===== src/core/cps_pkg.sv =====
// Shared constants and types of the cell protection controller
package cps_pkg;

  // ***************************************************************
  // Timing
  // ***************************************************************
  localparam int CLK_MHZ = 100;
  localparam int OVERCHG_DELAY_MS = 130;
  localparam int OVERDIS_DELAY_MS = 40;
  localparam int OVERCUR_DELAY_MS = 10;
  localparam int SHORT_DELAY_US = 75;
  localparam int CNT_W = 24;
  localparam logic [CNT_W-1:0] OVERCHG_DELAY_CYC = CNT_W'(OVERCHG_DELAY_MS * 1000 * CLK_MHZ);
  localparam logic [CNT_W-1:0] OVERDIS_DELAY_CYC = CNT_W'(OVERDIS_DELAY_MS * 1000 * CLK_MHZ);
  localparam logic [CNT_W-1:0] OVERCUR_DELAY_CYC = CNT_W'(OVERCUR_DELAY_MS * 1000 * CLK_MHZ);
  localparam logic [CNT_W-1:0] SHORT_DELAY_CYC = CNT_W'(SHORT_DELAY_US * CLK_MHZ);
  // Recovery point of the die temperature comparator, in degrees
  localparam int THERMAL_RECOVERY_C = 100;

  // ***************************************************************
  // Register map
  // ***************************************************************
  localparam int ADDR_W = 8;
  localparam logic [ADDR_W-1:0] CTRL_OFFSET = 8'h00;
  localparam logic [ADDR_W-1:0] STATUS_OFFSET = 8'h04;
  localparam logic [ADDR_W-1:0] CMP_OFFSET = 8'h08;
  localparam int CTRL_CHG_BLOCK_BIT = 0;
  localparam int CTRL_DSG_BLOCK_BIT = 1;
  localparam logic [1:0] CTRL_RESET = 2'h0;
  localparam int STAT_STATE_LSB = 0;
  localparam int STAT_CHG_EN_BIT = 4;
  localparam int STAT_DSG_EN_BIT = 5;
  localparam int STAT_PULLUP_BIT = 6;
  localparam int STAT_PULLDOWN_BIT = 7;
  localparam int STAT_PWRDN_BIT = 8;
  localparam int STAT_ABN_BIT = 9;
  localparam int STAT_SHORT_BIT = 10;
  localparam logic [1:0] RESP_OKAY = 2'h0;
  localparam logic [1:0] RESP_DECERR = 2'h3;

  // ***************************************************************
  // Types
  // ***************************************************************
  typedef enum logic [2:0] {
    ST_NORMAL = 3'h0,
    ST_OVERCHG = 3'h1,
    ST_OVERDIS = 3'h2,
    ST_PWRDN = 3'h3,
    ST_OVERCUR = 3'h4,
    ST_OVERTEMP = 3'h5
  } cps_state_e;

  typedef struct packed {
    logic cell_above_ovchg;
    logic cell_below_ovchg_rel;
    logic cell_below_ovdis;
    logic cell_above_ovdis_rel;
    logic cell_zero_chg;
    logic sense_disch_start;
    logic sense_ge_overcur;
    logic sense_ge_short;
    logic sense_above_sleep;
    logic supply_sense_wake;
    logic sense_below_charger;
    logic temp_trip;
    logic temp_recovered;
  } cps_cmp_s;

  localparam int CMP_W = $bits(cps_cmp_s);

  typedef struct packed {
    logic chg_en;
    logic dsg_en;
    logic pullup_en;
    logic pulldown_en;
    logic pwrdn_req;
  } cps_drive_s;

  typedef struct packed {
    cps_cmp_s s1;
    cps_cmp_s s2;
  } cps_sync_s;

  typedef struct packed {
    logic [CNT_W-1:0] cnt;
  } cps_delay_s;

  typedef struct packed {
    cps_state_e st;
    logic abn_chg;
    logic short_trip;
    cps_drive_s drv;
    logic [1:0] ctrl;
    logic aw_got;
    logic [ADDR_W-1:0] aw_addr;
    logic w_got;
    logic [31:0] w_data;
    logic [3:0] w_strb;
    logic bvalid;
    logic [1:0] bresp;
    logic rvalid;
    logic [31:0] rdata;
    logic [1:0] rresp;
  } cps_core_s;

endpackage


===== src/core/cps_core.sv =====
// Protection state machine with its AXI4-Lite register slave
//
// The placing of the registers and the AXI4-Lite register port were left to the implementer.
`timescale 1ns/1ns

// Overview of operation
// - No fault: charge and discharge both enabled
// - Overcharge held 130 ms: charge off
// - Below overcharge release: charge back on
// - Discharge start releases overcharge if cell allows
// - No release while overcurrent comparison met
// - High cell inhibits overcurrent, not short
// - Undervoltage held 40 ms: discharge off
// - Pull-up on in overdischarge and power-down
// - Sense above 1.5 V: enter power-down
// - Charger wakes from power-down: charge back on, discharge stays off
// - Cell at detect level: back to normal
// - Without charger, wait for release level
// - Overcurrent 10 ms or short 75 us trips
// - Pull-down on in overcurrent state
// - Sense below overcurrent level: normal again
// - Sense below charger level 130 ms: charge off
// - Abnormal charge timed only after overdischarge ends
// - Abnormal charge clears when charger leaves
// - Zero-volt charging beats abnormal charge detection
// - Over-temperature clears at recovery temperature
// - Short released when sense drops below level
// - Short timing starts at overcurrent detection
// - Still undervoltage after delay: power-down
module cps_core import cps_pkg::*; #(
  parameter logic [CNT_W-1:0] OVERCHG_CYC = OVERCHG_DELAY_CYC,
  parameter logic [CNT_W-1:0] OVERDIS_CYC = OVERDIS_DELAY_CYC,
  parameter logic [CNT_W-1:0] OVERCUR_CYC = OVERCUR_DELAY_CYC,
  parameter logic [CNT_W-1:0] SHORT_CYC = SHORT_DELAY_CYC
) (
  // Clock and reset
  input wire logic clk,
  input wire logic rstn,
  // Analog comparator results
  input wire cps_cmp_s cmp_in,
  // Switch and sense pin controls
  output logic chg_en,
  output logic dsg_en,
  output logic sense_pullup_en,
  output logic sense_pulldown_en,
  output logic pwrdn_req,
  // AXI4-Lite write channels
  input wire logic [ADDR_W-1:0] s_axi_awaddr,
  input wire logic s_axi_awvalid,
  output logic s_axi_awready,
  input wire logic [31:0] s_axi_wdata,
  input wire logic [3:0] s_axi_wstrb,
  input wire logic s_axi_wvalid,
  output logic s_axi_wready,
  output logic [1:0] s_axi_bresp,
  output logic s_axi_bvalid,
  input wire logic s_axi_bready,
  // AXI4-Lite read channels
  input wire logic [ADDR_W-1:0] s_axi_araddr,
  input wire logic s_axi_arvalid,
  output logic s_axi_arready,
  output logic [31:0] s_axi_rdata,
  output logic [1:0] s_axi_rresp,
  output logic s_axi_rvalid,
  input wire logic s_axi_rready
);

  // ***************************************************************
  // Comparator synchronisation and delay counters
  // ***************************************************************
  cps_cmp_s cmp;
  cps_core_s cur_reg;
  cps_core_s cur_next;
  logic ovchg_run;
  logic ovchg_done;
  logic ovdis_run;
  logic ovdis_done;
  logic ovcur_run;
  logic ovcur_done;
  logic [CNT_W-1:0] ovcur_count;
  logic abn_run;
  logic abn_done;
  logic iov_hit;
  logic short_hit;

  cps_sync u_sync (
    .clk(clk),
    .rstn(rstn),
    .cmp_async(cmp_in),
    .cmp_sync(cmp)
  );

  // Each delay but the short has its own counter so one qualifier dropping never disturbs another
  assign ovchg_run = (cur_reg.st == ST_NORMAL) && cmp.cell_above_ovchg;
  assign ovdis_run = ((cur_reg.st == ST_NORMAL) || (cur_reg.st == ST_OVERCUR)) && cmp.cell_below_ovdis;
  assign ovcur_run = (cur_reg.st == ST_NORMAL) && cmp.sense_ge_overcur;
  assign abn_run = (cur_reg.st == ST_NORMAL) && cur_reg.drv.dsg_en && cmp.sense_below_charger
                   && !cmp.cell_zero_chg && !cur_reg.abn_chg;

  cps_delay u_ovchg (
    .clk(clk),
    .rstn(rstn),
    .run(ovchg_run),
    .limit(OVERCHG_CYC),
    .done(ovchg_done),
    .count()
  );

  cps_delay u_ovdis (
    .clk(clk),
    .rstn(rstn),
    .run(ovdis_run),
    .limit(OVERDIS_CYC),
    .done(ovdis_done),
    .count()
  );

  cps_delay u_ovcur (
    .clk(clk),
    .rstn(rstn),
    .run(ovcur_run),
    .limit(OVERCUR_CYC),
    .done(ovcur_done),
    .count(ovcur_count)
  );

  cps_delay u_abn (
    .clk(clk),
    .rstn(rstn),
    .run(abn_run),
    .limit(OVERCHG_CYC),
    .done(abn_done),
    .count()
  );

  // Short shares the overcurrent counter, so its delay starts at the first level
  assign short_hit = ovcur_run && cmp.sense_ge_short && (ovcur_count >= SHORT_CYC);
  assign iov_hit = ovcur_done && !cmp.cell_above_ovchg;

  // ***************************************************************
  // Next state
  // ***************************************************************
  always_comb begin
    cur_next = cur_reg;

    // Protection state machine
    unique case (cur_reg.st)
      ST_NORMAL: begin
        if (short_hit || iov_hit) begin
          cur_next.st = ST_OVERCUR;
          cur_next.short_trip = short_hit;
        end else if (ovdis_done) begin
          cur_next.st = ST_OVERDIS;
        end else if (ovchg_done) begin
          cur_next.st = ST_OVERCHG;
        end
      end
      ST_OVERCHG: begin
        if (cmp.cell_below_ovchg_rel) begin
          cur_next.st = ST_NORMAL;
        end else if (cmp.sense_disch_start && !cmp.cell_above_ovchg && !cmp.sense_ge_overcur) begin
          cur_next.st = ST_NORMAL;
        end
      end
      ST_OVERDIS: begin
        if (cmp.sense_above_sleep) begin
          cur_next.st = ST_PWRDN;
        end else if (cmp.sense_below_charger && !cmp.cell_below_ovdis) begin
          cur_next.st = ST_NORMAL;
        end else if (cmp.cell_above_ovdis_rel) begin
          cur_next.st = ST_NORMAL;
        end
      end
      ST_PWRDN: begin
        if (cmp.supply_sense_wake) begin
          cur_next.st = ST_OVERDIS;
        end
      end
      ST_OVERCUR: begin
        if (ovdis_done) begin
          cur_next.st = ST_PWRDN;
          cur_next.short_trip = 1'b0;
        end else if (cur_reg.short_trip ? !cmp.sense_ge_short : !cmp.sense_ge_overcur) begin
          cur_next.st = ST_NORMAL;
          cur_next.short_trip = 1'b0;
        end
      end
      ST_OVERTEMP: begin
        if (cmp.temp_recovered) begin
          cur_next.st = ST_NORMAL;
        end
      end
      default: begin
        cur_next.st = ST_NORMAL;
      end
    endcase

    // Over-temperature outranks every other condition
    if (cmp.temp_trip) begin
      cur_next.st = ST_OVERTEMP;
      cur_next.short_trip = 1'b0;
    end

    // Abnormal charge is a flag beside the state, cleared once the charger goes
    if (abn_done) begin
      cur_next.abn_chg = 1'b1;
    end else if (!cmp.sense_below_charger) begin
      cur_next.abn_chg = 1'b0;
    end

    // AXI4-Lite write: address and data taken in either order, then one response
    if (s_axi_awvalid && s_axi_awready) begin
      cur_next.aw_got = 1'b1;
      cur_next.aw_addr = s_axi_awaddr;
    end
    if (s_axi_wvalid && s_axi_wready) begin
      cur_next.w_got = 1'b1;
      cur_next.w_data = s_axi_wdata;
      cur_next.w_strb = s_axi_wstrb;
    end
    if (cur_reg.aw_got && cur_reg.w_got && !cur_reg.bvalid) begin
      cur_next.aw_got = 1'b0;
      cur_next.w_got = 1'b0;
      cur_next.bvalid = 1'b1;
      if (cur_reg.aw_addr == CTRL_OFFSET) begin
        cur_next.bresp = RESP_OKAY;
        if (cur_reg.w_strb[0]) begin
          cur_next.ctrl = cur_reg.w_data[1:0];
        end
      end else if ((cur_reg.aw_addr == STATUS_OFFSET) || (cur_reg.aw_addr == CMP_OFFSET)) begin
        // Read-only registers ignore the data but answer cleanly
        cur_next.bresp = RESP_OKAY;
      end else begin
        cur_next.bresp = RESP_DECERR;
      end
    end
    if (cur_reg.bvalid && s_axi_bready) begin
      cur_next.bvalid = 1'b0;
    end

    // Drives follow the next state and the next control word, so pins never lag either
    cur_next.drv.chg_en = !(cur_next.st inside {ST_OVERCHG, ST_PWRDN, ST_OVERTEMP})
                          && !cur_next.abn_chg && !cur_next.ctrl[CTRL_CHG_BLOCK_BIT];
    cur_next.drv.dsg_en = !(cur_next.st inside {ST_OVERDIS, ST_PWRDN, ST_OVERCUR, ST_OVERTEMP})
                          && !cur_next.ctrl[CTRL_DSG_BLOCK_BIT];
    cur_next.drv.pullup_en = cur_next.st inside {ST_OVERDIS, ST_PWRDN};
    cur_next.drv.pulldown_en = (cur_next.st == ST_OVERCUR);
    cur_next.drv.pwrdn_req = (cur_next.st == ST_PWRDN);

    // AXI4-Lite read
    if (s_axi_arvalid && s_axi_arready) begin
      cur_next.rvalid = 1'b1;
      cur_next.rresp = RESP_OKAY;
      cur_next.rdata = '0;
      if (s_axi_araddr == CTRL_OFFSET) begin
        cur_next.rdata[1:0] = cur_reg.ctrl;
      end else if (s_axi_araddr == STATUS_OFFSET) begin
        cur_next.rdata[STAT_STATE_LSB +: 3] = cur_reg.st;
        cur_next.rdata[STAT_CHG_EN_BIT] = cur_reg.drv.chg_en;
        cur_next.rdata[STAT_DSG_EN_BIT] = cur_reg.drv.dsg_en;
        cur_next.rdata[STAT_PULLUP_BIT] = cur_reg.drv.pullup_en;
        cur_next.rdata[STAT_PULLDOWN_BIT] = cur_reg.drv.pulldown_en;
        cur_next.rdata[STAT_PWRDN_BIT] = cur_reg.drv.pwrdn_req;
        cur_next.rdata[STAT_ABN_BIT] = cur_reg.abn_chg;
        cur_next.rdata[STAT_SHORT_BIT] = cur_reg.short_trip;
      end else if (s_axi_araddr == CMP_OFFSET) begin
        cur_next.rdata[CMP_W-1:0] = cmp;
      end else begin
        cur_next.rresp = RESP_DECERR;
      end
    end else if (cur_reg.rvalid && s_axi_rready) begin
      cur_next.rvalid = 1'b0;
    end
  end

  // ***************************************************************
  // State register
  // ***************************************************************
  always_ff @(posedge clk or negedge rstn) begin
    if (!rstn) begin
      cur_reg <= '0;
      cur_reg.st <= ST_NORMAL;
      cur_reg.ctrl <= CTRL_RESET;
      cur_reg.drv.chg_en <= 1'b1;
      cur_reg.drv.dsg_en <= 1'b1;
    end else begin
      cur_reg <= cur_next;
    end
  end

  // ***************************************************************
  // Outputs
  // ***************************************************************
  assign chg_en = cur_reg.drv.chg_en;
  assign dsg_en = cur_reg.drv.dsg_en;
  assign sense_pullup_en = cur_reg.drv.pullup_en;
  assign sense_pulldown_en = cur_reg.drv.pulldown_en;
  assign pwrdn_req = cur_reg.drv.pwrdn_req;
  assign s_axi_awready = !cur_reg.aw_got && !cur_reg.bvalid;
  assign s_axi_wready = !cur_reg.w_got && !cur_reg.bvalid;
  assign s_axi_bvalid = cur_reg.bvalid;
  assign s_axi_bresp = cur_reg.bresp;
  assign s_axi_arready = !cur_reg.rvalid;
  assign s_axi_rvalid = cur_reg.rvalid;
  assign s_axi_rdata = cur_reg.rdata;
  assign s_axi_rresp = cur_reg.rresp;

  // ***************************************************************
  // Assertions
  // ***************************************************************
  a_normal_both_on: assert property (
    @(posedge clk) disable iff (!rstn)
    (cur_reg.st == ST_NORMAL && !cur_reg.abn_chg && cur_reg.ctrl == 2'h0) |-> (chg_en && dsg_en))
    else $error("Normal state without both switches enabled");

  a_overchg_entry: assert property (
    @(posedge clk) disable iff (!rstn)
    $rose(cur_reg.st == ST_OVERCHG) |-> ($past(ovchg_done) && !chg_en))
    else $error("Overcharge entered without its delay");

  a_overdis_entry: assert property (
    @(posedge clk) disable iff (!rstn)
    ($rose(cur_reg.st == ST_OVERDIS) && $past(cur_reg.st) == ST_NORMAL) |-> ($past(ovdis_done) && !dsg_en))
    else $error("Overdischarge entered without its delay");

  a_overdis_pullup: assert property (
    @(posedge clk) disable iff (!rstn)
    (cur_reg.st inside {ST_OVERDIS, ST_PWRDN}) |-> (sense_pullup_en && !sense_pulldown_en && !dsg_en))
    else $error("Pull-up not applied in undervoltage states");

  a_sleep_entry: assert property (
    @(posedge clk) disable iff (!rstn)
    (cur_reg.st == ST_OVERDIS && cmp.sense_above_sleep && !cmp.temp_trip) |=> (pwrdn_req && !chg_en))
    else $error("Power-down not entered on high sense pin");

  a_ovcur_inhibit: assert property (
    @(posedge clk) disable iff (!rstn)
    (cur_reg.st == ST_NORMAL && cmp.cell_above_ovchg && !cmp.sense_ge_short) |=> (cur_reg.st != ST_OVERCUR))
    else $error("Overcurrent tripped while cell above overcharge level");

  a_overcur_pulldown: assert property (
    @(posedge clk) disable iff (!rstn)
    (cur_reg.st == ST_OVERCUR) |-> (sense_pulldown_en && !dsg_en && !sense_pullup_en))
    else $error("Pull-down not applied in overcurrent");

  a_overcur_release: assert property (
    @(posedge clk) disable iff (!rstn)
    (cur_reg.st == ST_OVERCUR && !cur_reg.short_trip && !cmp.sense_ge_overcur && !cmp.temp_trip && !ovdis_done)
    |=> (cur_reg.st == ST_NORMAL) ##0 !sense_pulldown_en)
    else $error("Overcurrent not released when sense pin fell");

  a_temp_all_off: assert property (
    @(posedge clk) disable iff (!rstn)
    cmp.temp_trip |=> (!chg_en && !dsg_en) [*2] or (!chg_en && !dsg_en ##1 !cmp.temp_trip))
    else $error("Switches not off on over-temperature");

  a_abn_clear: assert property (
    @(posedge clk) disable iff (!rstn)
    (cur_reg.abn_chg && !cmp.sense_below_charger && !abn_done) |=> !cur_reg.abn_chg)
    else $error("Abnormal charge flag not cleared");

endmodule // cps_core


===== src/core/cps_delay.sv =====
// Qualifying delay counter that restarts when its condition drops
`timescale 1ns/1ns
module cps_delay import cps_pkg::*; (
  // Clock and reset
  input wire logic clk,
  input wire logic rstn,
  // Qualifier
  input wire logic run,
  input wire logic [CNT_W-1:0] limit,
  output logic done,
  output logic [CNT_W-1:0] count
);
  cps_delay_s dly_reg;
  cps_delay_s dly_next;

  always_comb begin
    dly_next = dly_reg;
    if (!run) begin
      dly_next.cnt = '0;
    end else if (dly_reg.cnt != limit) begin
      dly_next.cnt = dly_reg.cnt + 1'b1;
    end
  end

  always_ff @(posedge clk or negedge rstn) begin
    if (!rstn) begin
      dly_reg <= '0;
    end else begin
      dly_reg <= dly_next;
    end
  end

  assign done = run && (dly_reg.cnt == limit);
  assign count = dly_reg.cnt;
endmodule // cps_delay


===== src/core/cps_sync.sv =====
// Two-stage synchroniser for the comparator inputs
`timescale 1ns/1ns
module cps_sync import cps_pkg::*; (
  // Clock and reset
  input wire logic clk,
  input wire logic rstn,
  // Comparator levels
  input wire cps_cmp_s cmp_async,
  output cps_cmp_s cmp_sync
);
  cps_sync_s sync_reg;
  cps_sync_s sync_next;

  always_comb begin
    sync_next = sync_reg;
    sync_next.s1 = cmp_async;
    sync_next.s2 = sync_reg.s1;
  end

  always_ff @(posedge clk or negedge rstn) begin
    if (!rstn) begin
      sync_reg <= '0;
    end else begin
      sync_reg <= sync_next;
    end
  end

  assign cmp_sync = sync_reg.s2;
endmodule // cps_sync


===== config.mk =====
export PLATFORM = sky130hd
export DESIGN_NAME = cps_core
export DESIGN_NICKNAME = d
export VERILOG_FILES = /design/src/core/cps_pkg.sv /design/src/core/cps_core.sv /design/src/core/cps_delay.sv /design/src/core/cps_sync.sv
export SDC_FILE = /design/constraint.sdc
export NUM_CORES = 1
export LEC_CHECK = 0
export BUFFER_PORTS_ARGS = -buffer_cell sky130_fd_sc_hd__buf_2
export CORE_MARGIN = 5
export CORE_UTILIZATION = 62
export CTS_CLUSTER_SIZE = 24
export DETAILED_ROUTE_END_ITERATION = 12
export MAX_ROUTING_LAYER = met4
export PLACE_DENSITY = 0.86
export SLEW_MARGIN = 20
export SYNTH_ARGS = -nofsm -noshare
export SYNTH_HDL_FRONTEND = slang
export SYNTH_SLANG_ARGS = --single-unit

===== constraint.sdc =====
create_clock -name clk -period 5.46 [get_ports clk]
set_input_delay 0.819 -clock clk [delete_from_list [all_inputs] [get_ports clk]]
set_output_delay 0.819 -clock clk [all_outputs]
set_load 0.1 [all_outputs]

==> results.md <==
Pwr:
- The part of the total power dissipated in combinational logic is 14.7%.
- VDD sags by at most 569 uV.
- In this run the power spent charging and discharging nets is 0.000871 W.
- The internal power contribution is 0.00218 W.
- In this run, the clock network consumes 41.0% of the power.
- Per report_power, the sequential group accounts for 44.3% of the total.
- Power spread over the standard cell area amounts to 347 mW/mm^2.
- In this run the static leakage power is 3.73 nW.
- The fraction of power spent switching nets is 28.6%.

Clocking:
- The clock slew seen by the registers of the worst setup and hold paths is 70 ps.
- No sink is reached through more buffers than the 2 on the longest clock path.
- The tree built by TritonCTS fans out to 164 sinks.
- Post-CTS repair changed the size of 0 cells.
- For this design, the CTS-stage hold fixing added 0 buffers.
- The total clock buffers created by CTS is 17.
- CTS placed an instance of clkbuf_16 at the clock tree root.
- The number of post-CTS setup repair buffers is 0.
- TritonCTS built the clock tree.
- The clock reaches the later pin of the worst-skew pair after 420 ps.
- The H-tree depth is 4.

Floorplanning:
- The core area is 0.0125 sq mm.
- The number of top-level design ports is 118.
- The initial cell density of the core is 62.6%.
- The full die area is 0.0150 sq mm.
- The height of the die is 122 um.
- The floorplan has 41 rows.
- In this run the horizontal extent of the chip is 122 um.

Setup path:
- The worst setup slack for register-to-register paths is 2620 ps.
- In this design, the stage delay of the slowest critical-path cell is 890 ps.
- Grouping stages by cell kind, the critical path spends the most delay in simple AND/OR/NAND/NOR gates.
- Walking the worst path, the cells encountered are nor3_1 > nand4_1 > o21ai_0 > a2111oi_4.
- At the worst endpoint, the arrival time is 3170 ps.
- In this run the critical register-to-register path is captured at chg_en$_DFF_PN1_.
- The worst setup path is of the reg -> reg kind.
- STA classifies the critical path endpoint as a flop.
- The logic depth of the worst register-to-register path is 4.
- The startpoint type of the worst setup path is a flop.
- The total buffers and inverters traversed by the critical path is 0.
- In this run the critical register-to-register path is launched from cur_reg[94]$_DFF_PN0_.
- The cell type of the slowest stage on the worst timing path is nand4_1.
- Data on the critical path is required at its endpoint by 5790 ps.
- Along the worst path, the maximum fanout reaches 25.

Finish:
- The final layout net count is 898.
- The number of fill cells is 873.
- Once layout is complete, the cells apart from fillers number 1003.
- Cells with a size suffix above 1 make up 16.0% of the layout.
- 0 antenna diodes ended up in the layout.
- The post-synthesis to final-layout area growth is 12.0%.

Routing:
- The vias after detailed routing is 5861.
- The average wire per cell in the routed design is 16.7 um.
- The final antenna-violating net count is 0.
- The detailed router finished its first iteration with 629 violations.
- The DRC violations left is 0.
- Before antenna repair, the detailed router went through 8 iterations.
- The vias per cell is 5.84.
- The wire length after detailed routing is 16.7 mm.

STA:
- Setup repair after global routing left no endpoint under its margin.
- The worst pin sits at a relative slew slack of 33.1%.
- Setup violations remaining at the end of the flow were counted as 0.
- The max-slew violation count was 0.
- For the final database, setup skew stands at 7.28 ps.
- Of the available clock period, the critical path in the final layout requires 52.1%.
- The sum of negative setup slack is 0 ps.
- The slew of the pin with the lowest slew margin is 1000 ps.
- The hold violation total from the final report came to 0.
- The minimum clock period after layout is 2840 ps.
- The maximum frequency from static timing analysis is 0.352 GHz.

Logic synthesis:
- The most used flip-flop cell after synthesis is dfrtp_1.
- The synthesized instance count is 770.
- The post-synthesis instance area is 0.00784 sq mm.
- Sequential cells were found to cover 52.4% of the synthesized design area.
- The number of warnings printed during yosys synthesis is 0.
- After synthesis, the share of flip-flops with an asynchronous set or reset is 100%.
- Synthesis inferred 164 register bits.
- The average footprint of a synthesized cell is 10.2 sq um.
- The netlist uses 58 different library cells.
- Counting flops with a built-in enable in the synthesized netlist gives 0.

Placed design:
- During placement, the flow inserted port buffers numbering 65.
- After legalization and detailed placement, the total HPWL measured 11.3 mm.
- The number of placed instances with taps included is 970.
- The placer's final routability congestion estimate is 0.892.

Flow run:
- The reported max-cap violation count is 0.

GRT:
- Entering global routing, the biggest net connects 110 pins.
- The overall track demand over capacity in global routing is 23.8%.
- The number of antenna violations at the first check in global routing is 0.
- The first global-routing pass estimated 27.4 mm of wire.
- The number of global-route vias before repair is 5786.
- Global routing finished with a remaining overflow of 0.

Min path:
- The worst hold path class is in -> async.

Outcome:
- The run finished with clean final reports.
metal layers:
layer	GRT usage (%)	wire (um)	up-vias
li1	-	-	2745
met1	30.2	7150	2857
met2	38.1	8200	225
met3	5.25	1050	34
met4	8.68	304	0
met5	-	0	-
area by class of cell:
type	count	area, sq um	area share, %
Clock inverter	13	183	2.08
Timing Repair Buffer	67	367	4.18
Sequential cell	164	4110	46.8
Multi-Input combinational cell	535	3340	38.1
Tap cell	172	215	2.45
Inverter	33	124	1.41
Clock buffer	19	443	5.05
power by group through the flow:
| stage | combinational (W) | clock, W | sequential (W) |
|---|---|---|---|
| finish | 0.000448 | 0.00125 | 0.00135 |
| global route | 0.000476 | 0.00132 | 0.00136 |
| CTS | 0.000450 | 0.00127 | 0.00135 |
| detailed placement | 0.000447 | 0 | 0.00137 |
| global placement | 0.000435 | 0 | 0.00136 |
| floorplan | 0.000334 | 0 | 0.00140 |
placed cells by master, fill, tap and decap left out, drive strengths merged, types with 6 or more instances in the layout:
master,count
dfrtp,162
mux2i,7
a21oi,26
nor4,18
and4,13
clkbuf,19
nor2b,7
xor2,30
nor2,98
ha,8
or4,8
inv,33
xnor2,39
mux2,14
nand4,31
buf,67
and3,10
conb,19
a222oi,6
nand3,31
nand2,50
o21ai,24
nor3,20
or3,17
clkinv,8
logic make-up after synthesis:
group	Yosys count	synth area share, %
XOR/XNOR	69	7.71
flip-flops	164	52.4
multiplexers	21	2.91
adder cells (fa/ha/maj)	8	1.28
AND/OR/NAND/NOR	336	22.7
AO/OA/AOI/OAI	82	6.99
other	1	0.0478
buffers and inverters	89	5.99
worst reg2reg max path, stage by stage, from the launching register on:
cell and delay, ps:
dfrtp_1 480, nor3_1 510, nand4_1 890, o21ai_0 780
a2111oi_4 90
worst max path at each step:
stage                             start                     endpoint  slack (ps)  cells after the start
2_1_floorplan  s_axi_bvalid$_DFFE_PN0P_      cur_reg[75]$_DFFE_PN0P_        2210                      4
3_3_place_gp            s_axi_araddr[1]  s_axi_rdata[10]$_DFFE_PN0P_        2690                      6
3_5_place_dp            s_axi_araddr[1]  s_axi_rdata[10]$_DFFE_PN0P_        2570                      6
4_1_cts           cur_reg[94]$_DFF_PN0_             chg_en$_DFF_PN1_        2670                      4
5_1_grt           cur_reg[94]$_DFF_PN0_             chg_en$_DFF_PN1_        2430                      4
6_report          cur_reg[94]$_DFF_PN0_             chg_en$_DFF_PN1_        2620                      4
synthesized netlist by cell type, drive strengths merged, types with 13 or more instances:
cell    instances  area, sq um
xnor2          39          342
o21ai          24          120
nor3           20          100
nor4           18          113
or3            17          111
nand2          50          190
clkbuf         17         63.8
nand3          31          155
mux2           14          158
inv            33          124
dfrtp         162         4050
buf            39          282
a21oi          26          130
nor2           98          368
and4           13          114
xor2           30          263
nand4          31          194
through the flow:
step / hold WS, ps / power, W / util, % / worst slack [ps] / cell area (sq um)
floorplan: 331 / 0.00173 / - / 2210 / 7910
global placement: 337 / 0.00180 / 64.8 / 2690 / 8110
detailed placement: 335 / 0.00182 / 64.8 / 2570 / 8110
CTS: 341 / 0.00307 / 69.8 / 2670 / 8740
global route: 246 / 0.00316 / 70.1 / 2430 / 8780
finish: 249 / 0.00305 / 70.1 / 2620 / 8780
Note: power is estimated with default switching activity, not from simulation.
